<file path="src/shared/dinfd_consts.vh">
// Constants of the digital input function decoder.
// Assumes a plain register port with word indices, one clock, active-low reset.
`ifndef DINFD_CONSTS_VH
`define DINFD_CONSTS_VH

// ==========================================================
// Sizes
`define DINFD_NUM_IN 13
`define DINFD_NUM_PIN 10
`define DINFD_NUM_VIRT 3
`define DINFD_CODE_W 8
`define DINFD_ADDR_W 5

// ==========================================================
// Function codes
`define FN_SPEED_LIMIT 8'h10
`define FN_POS_B0 8'h11
`define FN_POS_B1 8'h12
`define FN_POS_B2 8'h13
`define FN_POS_B3 8'h1A
`define FN_POS_B4 8'h1B
`define FN_POS_B5 8'h1C
`define FN_POS_B6 8'h1E
`define FN_TURN_CLEAR 8'h1F
`define FN_ABS_ENABLE 8'h1D
`define FN_SPD_B0 8'h14
`define FN_SPD_B1 8'h15
`define FN_TRQ_B0 8'h16
`define FN_TRQ_B1 8'h17
`define FN_POS_SPEED 8'h18
`define FN_TRQ_SPEED 8'h19
`define FN_TRQ_POS 8'h20
`define FN_ESTOP 8'h21
`define FN_REV_LIMIT 8'h22
`define FN_PT_PR 8'h2B

// ==========================================================
// Register indices
`define REG_CODE_LAST 5'h0C
`define REG_POLARITY 5'h10
`define REG_VIRTUAL 5'h11
`define REG_OP_MODE 5'h12
`define REG_STOP_PROFILE 5'h13
`define REG_BRAKE_DELAY 5'h14
`define REG_STATUS 5'h15
`define REG_MASK 5'h16
`define REG_LEVELS 5'h17
`define REG_STATE 5'h18

// ==========================================================
// Operating modes (OP_MODE[2:0]); OP_MODE[3] picks register positioning except in multi mode
`define MODE_POS 3'h0
`define MODE_SPEED 3'h1
`define MODE_TORQUE 3'h2
`define MODE_DUAL_PS 3'h3
`define MODE_DUAL_ST 3'h4
`define MODE_DUAL_TP 3'h5
`define MODE_MULTI 3'h6
`define POS_SRC_BIT 3

// Active control loop
`define CTL_POS 2'h0
`define CTL_SPEED 2'h1
`define CTL_TORQUE 2'h2

// ==========================================================
// Status bits, also the mask layout
`define ST_TURN_CLEAR 0
`define ST_FAULT_E013 1
`define ST_A015_SET 2
`define ST_A015_CLEAR 3
`define ST_W 4

// Emergency stop states
`define ES_IDLE 2'h0
`define ES_DECEL 2'h1
`define ES_BRAKE 2'h2
`define ES_DONE 2'h3

`endif

</file>
<file path="src/hw/dinfd_top.v">
// Digital input function decoder: maps input function codes to drive control actions.
// Assumes pins already debounced and synchronous to clock; motion core reports standstill.
//
// Our own choices: strobed register access and the register offsets.
`timescale 1ns/1ns
`include "dinfd_consts.vh"

// Function
// - Logical level is pin level, inverted when the input is set normally closed.
// - Speed limit input on in torque operation enables the speed cap.
// - Register positioning index bits 0..6 come from codes 11,12,13,1A,1B,1C,1E.
// - Rising edge of turn-count clear input clears encoder turn count in any mode.
// - Turn-count clear is ignored unless absolute enable input is on.
// - Codes 14 and 15 form preset speed select; speed limit select in torque.
// - Codes 16 and 17 form preset torque select; torque limit select otherwise.
// - Position/speed dual mode: off gives position, on gives speed.
// - Speed/torque dual mode: off gives speed, on gives torque.
// - Torque/position dual mode: off gives torque, on gives position.
// - Multi mode combines position/speed, torque/position and pulse/register selects.
// - Emergency stop on: decelerate by chosen profile, brake timing, then disable.
// - Finished emergency stop raises fault E013.
// - Reverse limit off raises alarm A015 and allows forward motion only.
// - Reverse limit back on clears the alarm by itself.
module dinfd_top (
  input wire clock,
  input wire rst_n,
  input wire [`DINFD_NUM_PIN-1:0] di_pin,
  input wire motion_stopped,
  input wire [`DINFD_ADDR_W-1:0] reg_addr,
  input wire [31:0] reg_wdata,
  input wire reg_wr,
  input wire reg_rd,
  output reg [31:0] reg_rdata,
  output reg speed_limit_en,
  output reg [6:0] preset_pos_index,
  output reg [1:0] speed_sel,
  output reg [1:0] torque_sel,
  output reg turn_count_clear,
  output reg [1:0] active_control,
  output reg register_position_mode,
  output reg estop_decel,
  output reg [1:0] stop_profile_select,
  output reg brake_engage,
  output reg motor_disable,
  output reg fault_e013,
  output reg alarm_a015,
  output reg forward_only,
  output reg irq
);

  localparam NI = `DINFD_NUM_IN;
  localparam CW = `DINFD_CODE_W;

  // ==========================================================
  // Configuration and state registers
  reg [NI*CW-1:0] codes;
  reg [NI-1:0] polarity;
  reg [`DINFD_NUM_VIRT-1:0] virt_in;
  reg [3:0] op_mode;
  reg [15:0] brake_delay;
  reg [`ST_W-1:0] status;
  reg [`ST_W-1:0] mask;
  reg [NI-1:0] levels;
  reg turn_clear_prev;
  reg [1:0] es_state;
  reg [15:0] es_count;

  // True when any input carrying this code is logically on
  function fn_on;
    input [NI*CW-1:0] all_codes;
    input [NI-1:0] lv;
    input [CW-1:0] code;
    integer i;
    begin
      fn_on = 1'b0;
      for (i = 0; i < NI; i = i + 1) begin
        if (all_codes[i*CW +: CW] == code && lv[i])
          fn_on = 1'b1;
      end
    end
  endfunction

  // True when some input carries this code at all
  function fn_used;
    input [NI*CW-1:0] all_codes;
    input [CW-1:0] code;
    integer i;
    begin
      fn_used = 1'b0;
      for (i = 0; i < NI; i = i + 1) begin
        if (all_codes[i*CW +: CW] == code)
          fn_used = 1'b1;
      end
    end
  endfunction

  // ==========================================================
  // Input levels
  wire [NI-1:0] raw_in = {virt_in, di_pin};
  wire [NI-1:0] next_levels = raw_in ^ polarity;

  // Function signals; an input whose code matches none here is simply unread
  wire f_spd_lim = fn_on(codes, levels, `FN_SPEED_LIMIT);
  wire [6:0] f_pos = {fn_on(codes, levels, `FN_POS_B6), fn_on(codes, levels, `FN_POS_B5),
                      fn_on(codes, levels, `FN_POS_B4), fn_on(codes, levels, `FN_POS_B3),
                      fn_on(codes, levels, `FN_POS_B2), fn_on(codes, levels, `FN_POS_B1),
                      fn_on(codes, levels, `FN_POS_B0)};
  wire f_turn_clr = fn_on(codes, levels, `FN_TURN_CLEAR);
  wire f_abs_en = fn_on(codes, levels, `FN_ABS_ENABLE);
  wire [1:0] f_spd = {fn_on(codes, levels, `FN_SPD_B1), fn_on(codes, levels, `FN_SPD_B0)};
  wire [1:0] f_trq = {fn_on(codes, levels, `FN_TRQ_B1), fn_on(codes, levels, `FN_TRQ_B0)};
  wire f_ps = fn_on(codes, levels, `FN_POS_SPEED);
  wire f_ts = fn_on(codes, levels, `FN_TRQ_SPEED);
  wire f_tp = fn_on(codes, levels, `FN_TRQ_POS);
  wire f_ptpr = fn_on(codes, levels, `FN_PT_PR);
  wire f_estop = fn_on(codes, levels, `FN_ESTOP);
  // An unassigned reverse limit cannot raise the alarm
  wire rev_used = fn_used(codes, `FN_REV_LIMIT);
  wire f_rev_ok = fn_on(codes, levels, `FN_REV_LIMIT);

  // ==========================================================
  // Operating mode selection
  reg [1:0] next_control;
  reg next_reg_pos;
  always @* begin
    next_control = `CTL_POS;
    next_reg_pos = op_mode[`POS_SRC_BIT];
    case (op_mode[2:0])
      `MODE_SPEED: next_control = `CTL_SPEED;
      `MODE_TORQUE: next_control = `CTL_TORQUE;
      `MODE_DUAL_PS: next_control = f_ps ? `CTL_SPEED : `CTL_POS;
      `MODE_DUAL_ST: next_control = f_ts ? `CTL_TORQUE : `CTL_SPEED;
      `MODE_DUAL_TP: next_control = f_tp ? `CTL_POS : `CTL_TORQUE;
      `MODE_MULTI: begin
        // Speed select takes priority, then torque/position, pulse/register picks source
        if (f_ps)
          next_control = `CTL_SPEED;
        else if (f_tp)
          next_control = `CTL_POS;
        else
          next_control = `CTL_TORQUE;
        next_reg_pos = f_ptpr;
      end
      default: next_control = `CTL_POS;
    endcase
  end

  // Index is only meaningful while register positioning drives the position loop
  wire [6:0] next_pos_index = (next_control == `CTL_POS && next_reg_pos) ? f_pos : 7'h00;
  wire next_spd_lim = f_spd_lim && (next_control == `CTL_TORQUE);
  wire next_turn_clr = f_turn_clr && !turn_clear_prev && f_abs_en;
  wire next_alarm = rev_used && !f_rev_ok;

  // ==========================================================
  // Emergency stop sequence
  reg [1:0] next_es_state;
  reg [15:0] next_es_count;
  always @* begin
    next_es_state = es_state;
    next_es_count = es_count;
    case (es_state)
      `ES_IDLE: begin
        if (f_estop)
          next_es_state = `ES_DECEL;
      end
      `ES_DECEL: begin
        // Releasing during the ramp abandons the stop before any fault
        if (!f_estop)
          next_es_state = `ES_IDLE;
        else if (motion_stopped) begin
          next_es_state = `ES_BRAKE;
          next_es_count = 16'h0000;
        end
      end
      `ES_BRAKE: begin
        // Brake holds this long before torque is removed
        if (es_count >= brake_delay)
          next_es_state = `ES_DONE;
        else
          next_es_count = es_count + 16'h0001;
      end
      `ES_DONE: begin
        if (!f_estop)
          next_es_state = `ES_IDLE;
      end
      default: next_es_state = `ES_IDLE;
    endcase
  end
  wire es_enter_done = (es_state == `ES_BRAKE) && (next_es_state == `ES_DONE);

  // ==========================================================
  // Status events
  wire [`ST_W-1:0] events;
  assign events[`ST_TURN_CLEAR] = next_turn_clr;
  assign events[`ST_FAULT_E013] = es_enter_done;
  assign events[`ST_A015_SET] = next_alarm && !alarm_a015;
  assign events[`ST_A015_CLEAR] = !next_alarm && alarm_a015;
  wire [`ST_W-1:0] st_clear = (reg_wr && reg_addr == `REG_STATUS) ? reg_wdata[`ST_W-1:0] : {`ST_W{1'b0}};
  // A new event wins over a simultaneous write-one-to-clear
  wire [`ST_W-1:0] next_status = (status & ~st_clear) | events;

  // ==========================================================
  // Register writes and state
  integer k;
  always @(posedge clock or negedge rst_n) begin
    if (!rst_n) begin
      codes <= {NI*CW{1'b0}};
      polarity <= {NI{1'b0}};
      virt_in <= {`DINFD_NUM_VIRT{1'b0}};
      op_mode <= 4'h0;
      stop_profile_select <= 2'h0;
      brake_delay <= 16'h0000;
      status <= {`ST_W{1'b0}};
      mask <= {`ST_W{1'b0}};
      levels <= {NI{1'b0}};
      turn_clear_prev <= 1'b0;
      es_state <= `ES_IDLE;
      es_count <= 16'h0000;
    end else begin
      levels <= next_levels;
      turn_clear_prev <= f_turn_clr;
      es_state <= next_es_state;
      es_count <= next_es_count;
      status <= next_status;
      if (reg_wr) begin
        if (reg_addr <= `REG_CODE_LAST) begin
          for (k = 0; k < NI; k = k + 1) begin
            if (reg_addr == k[`DINFD_ADDR_W-1:0])
              codes[k*CW +: CW] <= reg_wdata[CW-1:0];
          end
        end else if (reg_addr == `REG_POLARITY) begin
          polarity <= reg_wdata[NI-1:0];
        end else if (reg_addr == `REG_VIRTUAL) begin
          virt_in <= reg_wdata[`DINFD_NUM_VIRT-1:0];
        end else if (reg_addr == `REG_OP_MODE) begin
          op_mode <= reg_wdata[3:0];
        end else if (reg_addr == `REG_STOP_PROFILE) begin
          stop_profile_select <= reg_wdata[1:0];
        end else if (reg_addr == `REG_BRAKE_DELAY) begin
          brake_delay <= reg_wdata[15:0];
        end else if (reg_addr == `REG_MASK) begin
          mask <= reg_wdata[`ST_W-1:0];
        end
      end
    end
  end

  // ==========================================================
  // Read port, data one cycle after the strobe
  reg [31:0] next_rdata;
  // Own loop index, so the clocked and combinational processes share no variable
  integer m;
  always @* begin
    next_rdata = 32'h0000_0000;
    if (reg_addr <= `REG_CODE_LAST) begin
      for (m = 0; m < NI; m = m + 1) begin
        if (reg_addr == m[`DINFD_ADDR_W-1:0])
          next_rdata[CW-1:0] = codes[m*CW +: CW];
      end
    end else if (reg_addr == `REG_POLARITY) begin
      next_rdata[NI-1:0] = polarity;
    end else if (reg_addr == `REG_VIRTUAL) begin
      next_rdata[`DINFD_NUM_VIRT-1:0] = virt_in;
    end else if (reg_addr == `REG_OP_MODE) begin
      next_rdata[3:0] = op_mode;
    end else if (reg_addr == `REG_STOP_PROFILE) begin
      next_rdata[1:0] = stop_profile_select;
    end else if (reg_addr == `REG_BRAKE_DELAY) begin
      next_rdata[15:0] = brake_delay;
    end else if (reg_addr == `REG_STATUS) begin
      next_rdata[`ST_W-1:0] = status;
    end else if (reg_addr == `REG_MASK) begin
      next_rdata[`ST_W-1:0] = mask;
    end else if (reg_addr == `REG_LEVELS) begin
      next_rdata[NI-1:0] = levels;
    end else if (reg_addr == `REG_STATE) begin
      next_rdata[5:0] = {alarm_a015, fault_e013, active_control, es_state};
    end
  end

  // ==========================================================
  // Registered outputs
  always @(posedge clock or negedge rst_n) begin
    if (!rst_n) begin
      reg_rdata <= 32'h0000_0000;
      speed_limit_en <= 1'b0;
      preset_pos_index <= 7'h00;
      speed_sel <= 2'h0;
      torque_sel <= 2'h0;
      turn_count_clear <= 1'b0;
      active_control <= `CTL_POS;
      register_position_mode <= 1'b0;
      estop_decel <= 1'b0;
      brake_engage <= 1'b0;
      motor_disable <= 1'b0;
      fault_e013 <= 1'b0;
      alarm_a015 <= 1'b0;
      forward_only <= 1'b0;
      irq <= 1'b0;
    end else begin
      reg_rdata <= reg_rd ? next_rdata : 32'h0000_0000;
      speed_limit_en <= next_spd_lim;
      preset_pos_index <= next_pos_index;
      speed_sel <= f_spd;
      torque_sel <= f_trq;
      turn_count_clear <= next_turn_clr;
      active_control <= next_control;
      register_position_mode <= next_reg_pos;
      estop_decel <= (next_es_state == `ES_DECEL);
      brake_engage <= (next_es_state == `ES_BRAKE) || (next_es_state == `ES_DONE);
      motor_disable <= (next_es_state == `ES_DONE);
      fault_e013 <= (next_es_state == `ES_DONE);
      alarm_a015 <= next_alarm;
      forward_only <= next_alarm;
      irq <= |(next_status & mask);
    end
  end

endmodule

</file>
<file path="config.mk">
export PLATFORM = sky130hd
export DESIGN_NAME = dinfd_top
export DESIGN_NICKNAME = d
export VERILOG_FILES = /design/src/hw/dinfd_top.v
export VERILOG_INCLUDE_DIRS = /design/src /design/src/shared
export SDC_FILE = /design/constraint.sdc
export NUM_CORES = 1
export LEC_CHECK = 0
export BUFFER_PORTS_ARGS = -buffer_cell sky130_fd_sc_hd__buf_2
export CORE_ASPECT_RATIO = 1.2
export CORE_MARGIN = 3
export CORE_UTILIZATION = 55
export CTS_CLUSTER_SIZE = 20
export DETAILED_ROUTE_END_ITERATION = 7
export PLACE_DENSITY = 0.83
export SKIP_CTS_REPAIR_TIMING = 1
export SYNTH_ARGS = -nofsm -noshare
export SYNTH_HDL_FRONTEND = slang
export SYNTH_SLANG_ARGS = --single-unit
</file>
<file path="constraint.sdc">
create_clock -name clock -period 4.75 [get_ports clock]
set_clock_uncertainty 0.1 [all_clocks]
set_input_delay 0.475 -clock clock [delete_from_list [all_inputs] [get_ports clock]]
set_output_delay 0.475 -clock clock [all_outputs]
set_load 0.05 [all_outputs]
</file>
### Word level (Yosys, flattened, before mapping)

Index checks and enable logic that the tools add are counted.

* add/subtract/negate cells: 1
* $lt $le $gt $ge: 2
* equal/unequal tests: 297
* multiplexer cells: 341
* bitwise logic cells: 11
* reductions and logical operators: 299

Operator list (count)
* $eq A8 B5 Y1 const B: 208
* $eq A8 B6 Y1 const B: 52
* $mux W1: 275
* $logic_and A1 B1 Y1: 269
* $mux W8: 15
* $mux W13: 8
* $mux W14: 5
* $mux W16: 4
* $mux W6: 10
* $eq A5 B5 Y1 const B: 9
* $reduce_and A3 Y1: 14
* $pmux W16 S2: 1
* $eq A5 B4 Y1 const B: 5
* $eq A5 B3 Y1 const B: 4
* $mux W2: 9
* $mux W9: 2
* $add A16 B1 Y16 const B: 1
* $ge A16 B16 Y1: 1
* $mux W4: 4
* $mux W7: 2
* $xor A13 B13 Y13: 1
* $mux W12: 1
* $pmux W2 S6: 1
* $eq A2 B2 Y1 const B: 5
* other kinds (25): 45

* register bits: 219
* input bits: 52

### Longest topological paths before layout

Gate-level depths: netlist of run 1.

* word-level depth: 29
* gate-level depth with buffers: 10
* depth with buffers taken out: 10

### Worst setup path after synthesis of run 1

OpenSTA, ideal clock, no wires.

* path kind: register -> register
* start point: reg codes[44]
* end point: reg irq
* library setup time: 0.126 ns
* arrival: 2.809 ns
* setup slack: 1.715 ns
* stages on the path, launching flop included: 9
* path buffers: 0
* clock period less this slack: 3.035 ns
* cells stage by stage: dfrtp_1 > or4b_4 > or4_1 > nand4_1 > nor4_1 > or4b_4 > a22o_1 > a211o_1 > a221o_1

* cells in the longest elaborated chain, start to end: 17
* elaborated cells on any way between the ends: 64
* those cells by class: 5 x eq/ne; 44 x mux; 2 x bitwise; 13 x reduce/logical

RTL lines
* start, declared: line dinfd_top.v:56 `reg [NI*CW-1:0] codes;`
* start signal, assigned: line dinfd_top.v:207 `codes <= {NI*CW{1'b0}};`
* start signal, assigned by index: line dinfd_top.v:229 `codes[k*CW +: CW] <= reg_wdata[CW-1:0];`
* $eq A8 B6 Y1 *: line dinfd_top.v:77, dinfd_top.v:91
* $logic_and A1 B1 Y1: line dinfd_top.v:77 `if (all_codes[i*CW +: CW] == code && lv[i])`
* $mux W1 (8 in a row): line dinfd_top.v:77
* $logic_not A1 Y1: line dinfd_top.v:152 `wire next_alarm = rev_used && !f_rev_ok;`
* $logic_and A1 B1 Y1 *: line dinfd_top.v:152
* $logic_not A1 Y1 *: line dinfd_top.v:197 `` assign events[`ST_A015_CLEAR] = !next_alarm && alarm_a015; ``
* $logic_and A1 B1 Y1 *: line dinfd_top.v:197
* $or A4 B4 Y4 *: line dinfd_top.v:200 `` wire [`ST_W-1:0] next_status = (status & ~st_clear) | events; ``
* via next_status[3]: line dinfd_top.v:200
* $and A4 B4 Y4 *: line dinfd_top.v:315 `irq <= |(next_status & mask);`
* $reduce_or A4 Y1 *: line dinfd_top.v:315
* end signal, assigned: line dinfd_top.v:315
* end, declared: line dinfd_top.v:48 `output reg irq`

Mark *: on every way through the listed nets, which the timed path passes. The rest lies on a longest branch.
A chain may end at the register's enable or synchronous reset.

### Final worst setup path of run 1

* start point: reg codes[1]
* end point: reg preset_pos_index[5]

* cells in the longest elaborated chain, start to end: 21
* elaborated cells on any way between the ends: 84
* those cells by class: 5 x eq/ne; 72 x mux; 7 x reduce/logical

RTL lines
* $eq A8 B6 Y1: line dinfd_top.v:77
* $logic_and A1 B1 Y1: line dinfd_top.v:77
* $mux W1 (13 in a row): line dinfd_top.v:77
* $mux W2: line dinfd_top.v:138 `else if (f_tp)`
* $mux W2: line dinfd_top.v:136 `if (f_ps)`
* $pmux W2 S6: line dinfd_top.v:128 `case (op_mode[2:0])`
* $logic_not A2 Y1 (no line)
* $logic_and A1 B1 Y1: line dinfd_top.v:149 `` wire [6:0] next_pos_index = (next_control == `CTL_POS && next_reg_pos) ? f_pos : 7'h00; ``
* $mux W7 *: line dinfd_top.v:149
* via next_pos_index[5]: line dinfd_top.v:149
* end signal, assigned: line dinfd_top.v:303 `preset_pos_index <= next_pos_index;`
* end, declared: line dinfd_top.v:35 `output reg [6:0] preset_pos_index,`

Marked as above.

==> results.json, run 1 <==
{
  "leakagePower_nw": 6.52,
  "cp_max_fo": 9,
  "holdWs_ns": -0.0528,
  "syn_inst": 1388,
  "num_rows": 61,
  "rsz0062_at_grt": "no",
  "setup_viol": 0,
  "min_period_over_period_pct": 74.5,
  "hp-class": "in2async",
  "clockRootBuffer": "clkbuf_16",
  "antenna_cells": 0,
  "worst_slew_pin_slew_ns": 1.28,
  "routabilityCongestion": 1.11,
  "drt_iter0_drc": 1873,
  "setup_tns_ns": 0,
  "synth_edf_count": 0,
  "fmax_ghz": 0.283,
  "maxCapViolCount": 0,
  "drv_slew": 0,
  "ys_seq_area_share_pct": 41.0,
  "arrival_ns": 3.86,
  "wl_met3_um": 6050,
  "final_cell_mix": "dfrtp_1, mux2_2, nand2_1",
  "num_io_pins": 109,
  "clockBufferDepth": 3,
  "postRouteWirelength_um": 58700,
  "sequentialPowerShare_pct": 44.4,
  "start_kind": "register",
  "power.density_nw_per_um2": 415,
  "vias": 13200,
  "hpwlAfterDp_um": 43200,
  "multi_input_area_um2": 7390,
  "antenna_found_initial": 1,
  "cts_num_sinks": 219,
  "first_global_vias": 12700,
  "placedCellCount": 1728,
  "pre_cts_slack_ns": 1.36,
  "first_pass_iters": 8,
  "cts_max_level": 1,
  "nets": 1507,
  "synth_cell_types": 76,
  "synth_area_per_cell_um2": 9.63,
  "async_flop_share_pct": 100,
  "violations": "hold timing",
  "gr-total-overflow": 0,
  "worst_slack_ns": 1.21,
  "wl_met2_um": 26900,
  "yosys_warnings": 0,
  "ant_nets": 0,
  "drive_gt1_share_pct": 21.7,
  "wl_per_cell_um": 33.2,
  "finalWorstPathRequiredPeriod_ns": 3.54,
  "crit_path_end_kind": "register",
  "seq_area_um2": 5480,
  "p_int_mw": 3.74,
  "clk_pin_slew_ns": 0.08,
  "fill_cells": 1881,
  "cts_tree": "built",
  "top_layer": "met5",
  "via_per_inst": 7.44,
  "slew_headroom_pct": 13.3,
  "fin_cells": 1768,
  "start_util_pct": 56.8,
  "synth-seq-cells": 219,
  "port_buffers": 76,
  "grt_pass1_wl_um": 85500,
  "status": "complete, but fails checks",
  "peakVddDrop_mv": 0.334,
  "comb_power_share_pct": 26.0,
  "syn-cell-area_um2": 13400,
  "dieArea_um2": 26200,
  "grtUsageTotal_pct": 44.4,
  "critPathKind": "reg2reg",
  "insertion_delay_ns": 0.52,
  "fin_util_pct": 62.8,
  "drt-met1-wl_um": 19600,
  "crit_required_ns": 5.07,
  "synth-main-ff-cell": "dfrtp_1",
  "grt_start_max_net_pins": 143,
  "core-area_um2": 23500,
  "syn_to_final_growth_pct": 10.6,
  "clkPwrFrac_pct": 29.6,
  "drc": 0,
  "p_sw_mw": 2.39,
  "cts_buffers": 23,
  "hold_viol": 16,
  "dieHeight_um": 177,
  "die_w_um": 148,
  "sw_frac_of_total_pct": 39.1,
  "final_common_cell": "dfrtp_1"
}
## critical path, cell delays in order (launching register included)
cell	delay (ns)
dfrtp_1	0.67
nor2b_1	0.32
a221o_1	0.51
or4_1	0.69
o211ai_1	0.23
o41a_1	0.23
nand4b_1	0.36
a31oi_1	0.33
## cell usage after synthesis, drive strengths merged, types with 22 or more instances
library cell    n  area [um2]
nand3          70         350
nor3           39         195
buf            22         150
a22oi          35         263
nand4          36         231
and3           42         263
nor3b          22         165
o21ai          67         335
clkbuf         76         285
nand2         112         420
mux2          148        1670
nor2b          29         181
dfrtp         219        5480
inv            33         124
a21oi          44         220
nor2           84         315
## sequential cells by signal, indices dropped and copies added (netlist names), 3 cells and up
register / count
es_count: 16
mask: 4
polarity: 13
reg_rdata: 16
status: 4
virt_in: 3
levels: 13
op_mode: 4
preset_pos_index: 7
brake_delay: 16
codes: 104
## stage by stage
step / cell area, um2 / hold WS [ns] / power (mW)
after floorplan: 13400 / 0.0794 / 3.50
after global placement: 14000 / 0.366 / 4.18
after detailed placement: 14000 / 0.375 / 4.22
after CTS: 14800 / 0.0304 / 6.01
after global routing: 14800 / 0.0424 / 6.29
final: 14800 / -0.0528 / 6.13
## kinds of logic (layout without fill, tap and decap cells)
logic type | after synthesis | in the layout | synth area share, %
buffers and inverters | 131 | 181 | 4.19
adders and majority gates | 17 | 17 | 1.59
xor gates and xnor gates | 13 | 13 | 0.852
and+or+nand+nor | 548 | 548 | 22.7
other | 1 | 16 | 0.0281
AOI/OAI and AO/OA | 296 | 296 | 15.5
muxes | 163 | 163 | 14.1
DFF | 219 | 219 | 41.0
## layer usage
metal	global-route usage [%]	vias up
met5	0	-
met4	34.0	2
met3	8.58	333
met2	71.8	1107
met1	52.2	6362
li1	-	5354
## layout make-up
cell class | instances | share of cell area (%)
multi-input combinational | 1053 | 50.0
tap | 315 | 2.67
timing repair buffer | 108 | 4.35
clock buffer | 28 | 4.16
sequential | 219 | 37.1
inverter | 33 | 0.838
clock inverter | 12 | 0.864
## path summary, 6_finish.rpt
path / startpoint / endpoint / slack [ns] / cells past startpoint
setup / recovery: codes[1] / preset_pos_index[5] / 1.21 / 7
hold / removal: rst_n / torque_sel[0] / -0.05 / 1
setup reg to reg: codes[1] / preset_pos_index[5] / 1.21 / 7
hold reg to reg: polarity[11] / levels[11] / 0.38 / 1
max in group asynchronous: rst_n / es_count[8] / 3.55 / 2
min in group clock: di_pin[9] / levels[9] / 0.03 / 2
## power by group through the flow
stage          combinational, mW  clock (mW)  sequential (mW)
2_1_floorplan              0.992           0             2.51
3_3_place_gp                1.50           0             2.69
3_5_place_dp                1.52           0             2.70
4_1_cts                     1.53        1.80             2.67
5_1_grt                     1.67        1.89             2.74
6_report                    1.59        1.82             2.72
Note: power is estimated with default switching activity, not from simulation.
==> run 2, diff against run 1 <==
--- a/config.mk
+++ b/config.mk
@@ -6,13 +6,14 @@
 export SDC_FILE = /design/constraint.sdc
 export NUM_CORES = 1
 export LEC_CHECK = 0
+export ABC_AREA = 1
 export BUFFER_PORTS_ARGS = -buffer_cell sky130_fd_sc_hd__buf_2
 export CORE_ASPECT_RATIO = 1.2
 export CORE_MARGIN = 3
 export CORE_UTILIZATION = 55
 export CTS_CLUSTER_SIZE = 20
 export DETAILED_ROUTE_END_ITERATION = 7
-export PLACE_DENSITY = 0.83
+export PLACE_DENSITY = 0.86
 export SKIP_CTS_REPAIR_TIMING = 1
 export SYNTH_ARGS = -nofsm -noshare
 export SYNTH_HDL_FRONTEND = slang
==> constraint.sdc (replaced) <==
create_clock -name clock -period 3.04 [get_ports clock]
set_clock_uncertainty 0.1 [all_clocks]
set_input_delay 0.304 -clock clock [delete_from_list [all_inputs] [get_ports clock]]
set_output_delay 0.304 -clock clock [all_outputs]
set_load 0.05 [all_outputs]
==> results.json, run 2 <==
{
  "largest_reg_flops": 104,
  "clockBufferDepth": 3,
  "synth_edf_count": 0,
  "yosysMostFrequentCell": "nand2_1",
  "rsz0062_at_grt": "no",
  "grt_start_max_net_pins": 98,
  "top_register": "codes",
  "antenna_cells": 0,
  "cts_buffers": 24,
  "port_buffers": 76,
  "first_global_vias": 14000,
  "finalWorstPathRequiredPeriod_ns": 2.78,
  "num_rows": 62,
  "syn-cell-area_um2": 13700,
  "leakagePower_nw": 7.55,
  "arrival_ns": 3.13,
  "cp_max_fo": 6,
  "cts_tree": "built",
  "async_flop_share_pct": 100,
  "slew_headroom_pct": 39.2,
  "yosys_warnings": 0,
  "synth_cell_types": 57,
  "drc": 8,
  "num_io_pins": 109,
  "violations": "DRC",
  "insertion_delay_ns": 0.53,
  "hpwlAfterDp_um": 45900,
  "crit_path_end_kind": "register",
  "cp_slowest_cell": "o311ai_0",
  "peakVddDrop_mv": 0.544,
  "final_cell_mix": "nand2_1, inv_1, nor2_1",
  "wl_per_cell_um": 25.0,
  "via_per_inst": 6.35,
  "start_kind": "register",
  "gr-total-overflow": 0,
  "clk_pin_slew_ns": 0.07,
  "fill_cells": 2012,
  "maxCapViolCount": 0,
  "status": "complete, but fails checks",
  "setup_tns_ns": 0,
  "ant_nets": 0,
  "hold_viol": 0,
  "core-area_um2": 24300,
  "first_pass_iters": 8,
  "cts_num_sinks": 219,
  "syn_inst": 1977,
  "worst_slew_pin_slew_ns": 0.900,
  "synth-seq-cells": 219,
  "synthTopCellsByArea": "dfrtp_1, nand2_1, inv_1",
  "routabilityCongestion": 1.07,
  "final_common_cell": "nand2_1",
  "power.density_nw_per_um2": 577,
  "hp-class": "in2reg",
  "drt_iter0_drc": 2159,
  "clockRootBuffer": "clkbuf_16",
  "die_w_um": 150,
  "multi_input_area_um2": 7040,
  "grt_pass1_wl_um": 85500,
  "drv_slew": 0,
  "grtUsageTotal_pct": 43.3,
  "max_stage_delay_ns": 0.78,
  "nets": 2152,
  "crit_required_ns": 3.39,
  "seq_area_um2": 5480,
  "synth_top_area_share_pct": 39.9,
  "cts_max_level": 1,
  "drive_gt1_share_pct": 10.1,
  "synth_area_per_cell_um2": 6.95,
  "critPathKind": "reg2reg",
  "synth_common_cells": "nand2_1, inv_1, nor2_1",
  "synth.largest_area_cell": "dfrtp_1",
  "postRouteWirelength_um": 60600,
  "crit_chain": "inv_1 > nor2_1 > inv_1 > o311ai_0 > nor2_1 > nand3_1",
  "syn_to_final_growth_pct": 12.2,
  "synth-main-ff-cell": "dfrtp_1",
  "ys_seq_area_share_pct": 39.9,
  "dieHeight_um": 179,
  "vias": 15400,
  "fmax_ghz": 0.360,
  "antenna_found_initial": 1,
  "holdWs_ns": 0.00429,
  "dieArea_um2": 26900,
  "min_period_over_period_pct": 91.5,
  "setup_viol": 0,
  "start_util_pct": 56.6
}
run 2: final cells by class:
cell class	instances	share of cell area [%]
Timing Repair Buffer	124	5.22
Clock buffer	35	4.36
Tap cell	320	2.60
Sequential cell	219	35.5
Clock inverter	8	0.438
Multi-Input combinational cell	1461	45.7
Inverter	253	6.19
run 2: cell families after synthesis:
group                      after synthesis  share of synthesized area, %
other                                    1                        0.0273
AOI/OAI and AO/OA                      313                          12.8
DFF                                    219                          39.9
buffers and inverters                  312                          9.33
and+or+nand+nor                       1088                          34.7
xor gates and xnor gates                27                          1.72
adders and majority gates               17                          1.55
run 2: power by group:
group	switching, mW	total [mW]	leakage [nW]	internal (mW)
Clock	1.28	2.83	0.355	1.55
Sequential	0.488	3.78	2.90	3.29
Combinational	1.73	2.29	4.29	0.562
Total	3.50	8.90	7.55	5.40
run 2: path summary, 6_finish.rpt:
kind / from / to / slack (ns) / depth (start not counted)
hold reg to reg: brake_delay[9] / brake_delay[9] / 0.40 / 2
setup reg to reg: levels[8] / torque_sel[0] / 0.26 / 6
min in group asynchronous: rst_n / speed_sel[1] / 0.23 / 2
setup / recovery: levels[8] / torque_sel[0] / 0.26 / 6
max in group asynchronous: rst_n / codes[35] / 1.65 / 3
hold / removal: reg_wdata[12] / polarity[12] / 0.004 / 3
run 2: worst max-delay path, delay by kind of cell, from the launching register on:
family / cells / cell delay, ns
AO/OA/AOI/OAI: 1 / 0.78
AND/OR/NAND/NOR: 3 / 0.63
flip-flops: 1 / 0.63
buffers and inverters: 2 / 0.57
run 2: metal layers:
metal | global-route usage [%] | part of all wire (%)
met4 | 31.4 | 9.9
met5 | 0 | 0.018
met3 | 8.14 | 11
met1 | 53.3 | 34
met2 | 67.7 | 45
run 2: through the flow:
step / std cells / power (mW) / area (um2) / util [%] / setup WS, ns
final: 2420 / 8.90 / 15400 / 63.5 / 0.259
after CTS: 2403 / 8.68 / 15200 / 62.8 / 0.147
after global routing: 2420 / 9.17 / 15400 / 63.5 / 0.0227
after detailed placement: 2360 / 5.90 / 14500 / 59.7 / 0.238
after global placement: 2360 / 5.83 / 14500 / 59.7 / 0.323
after floorplan: 1992 / 5.04 / 13800 / - / 0.957
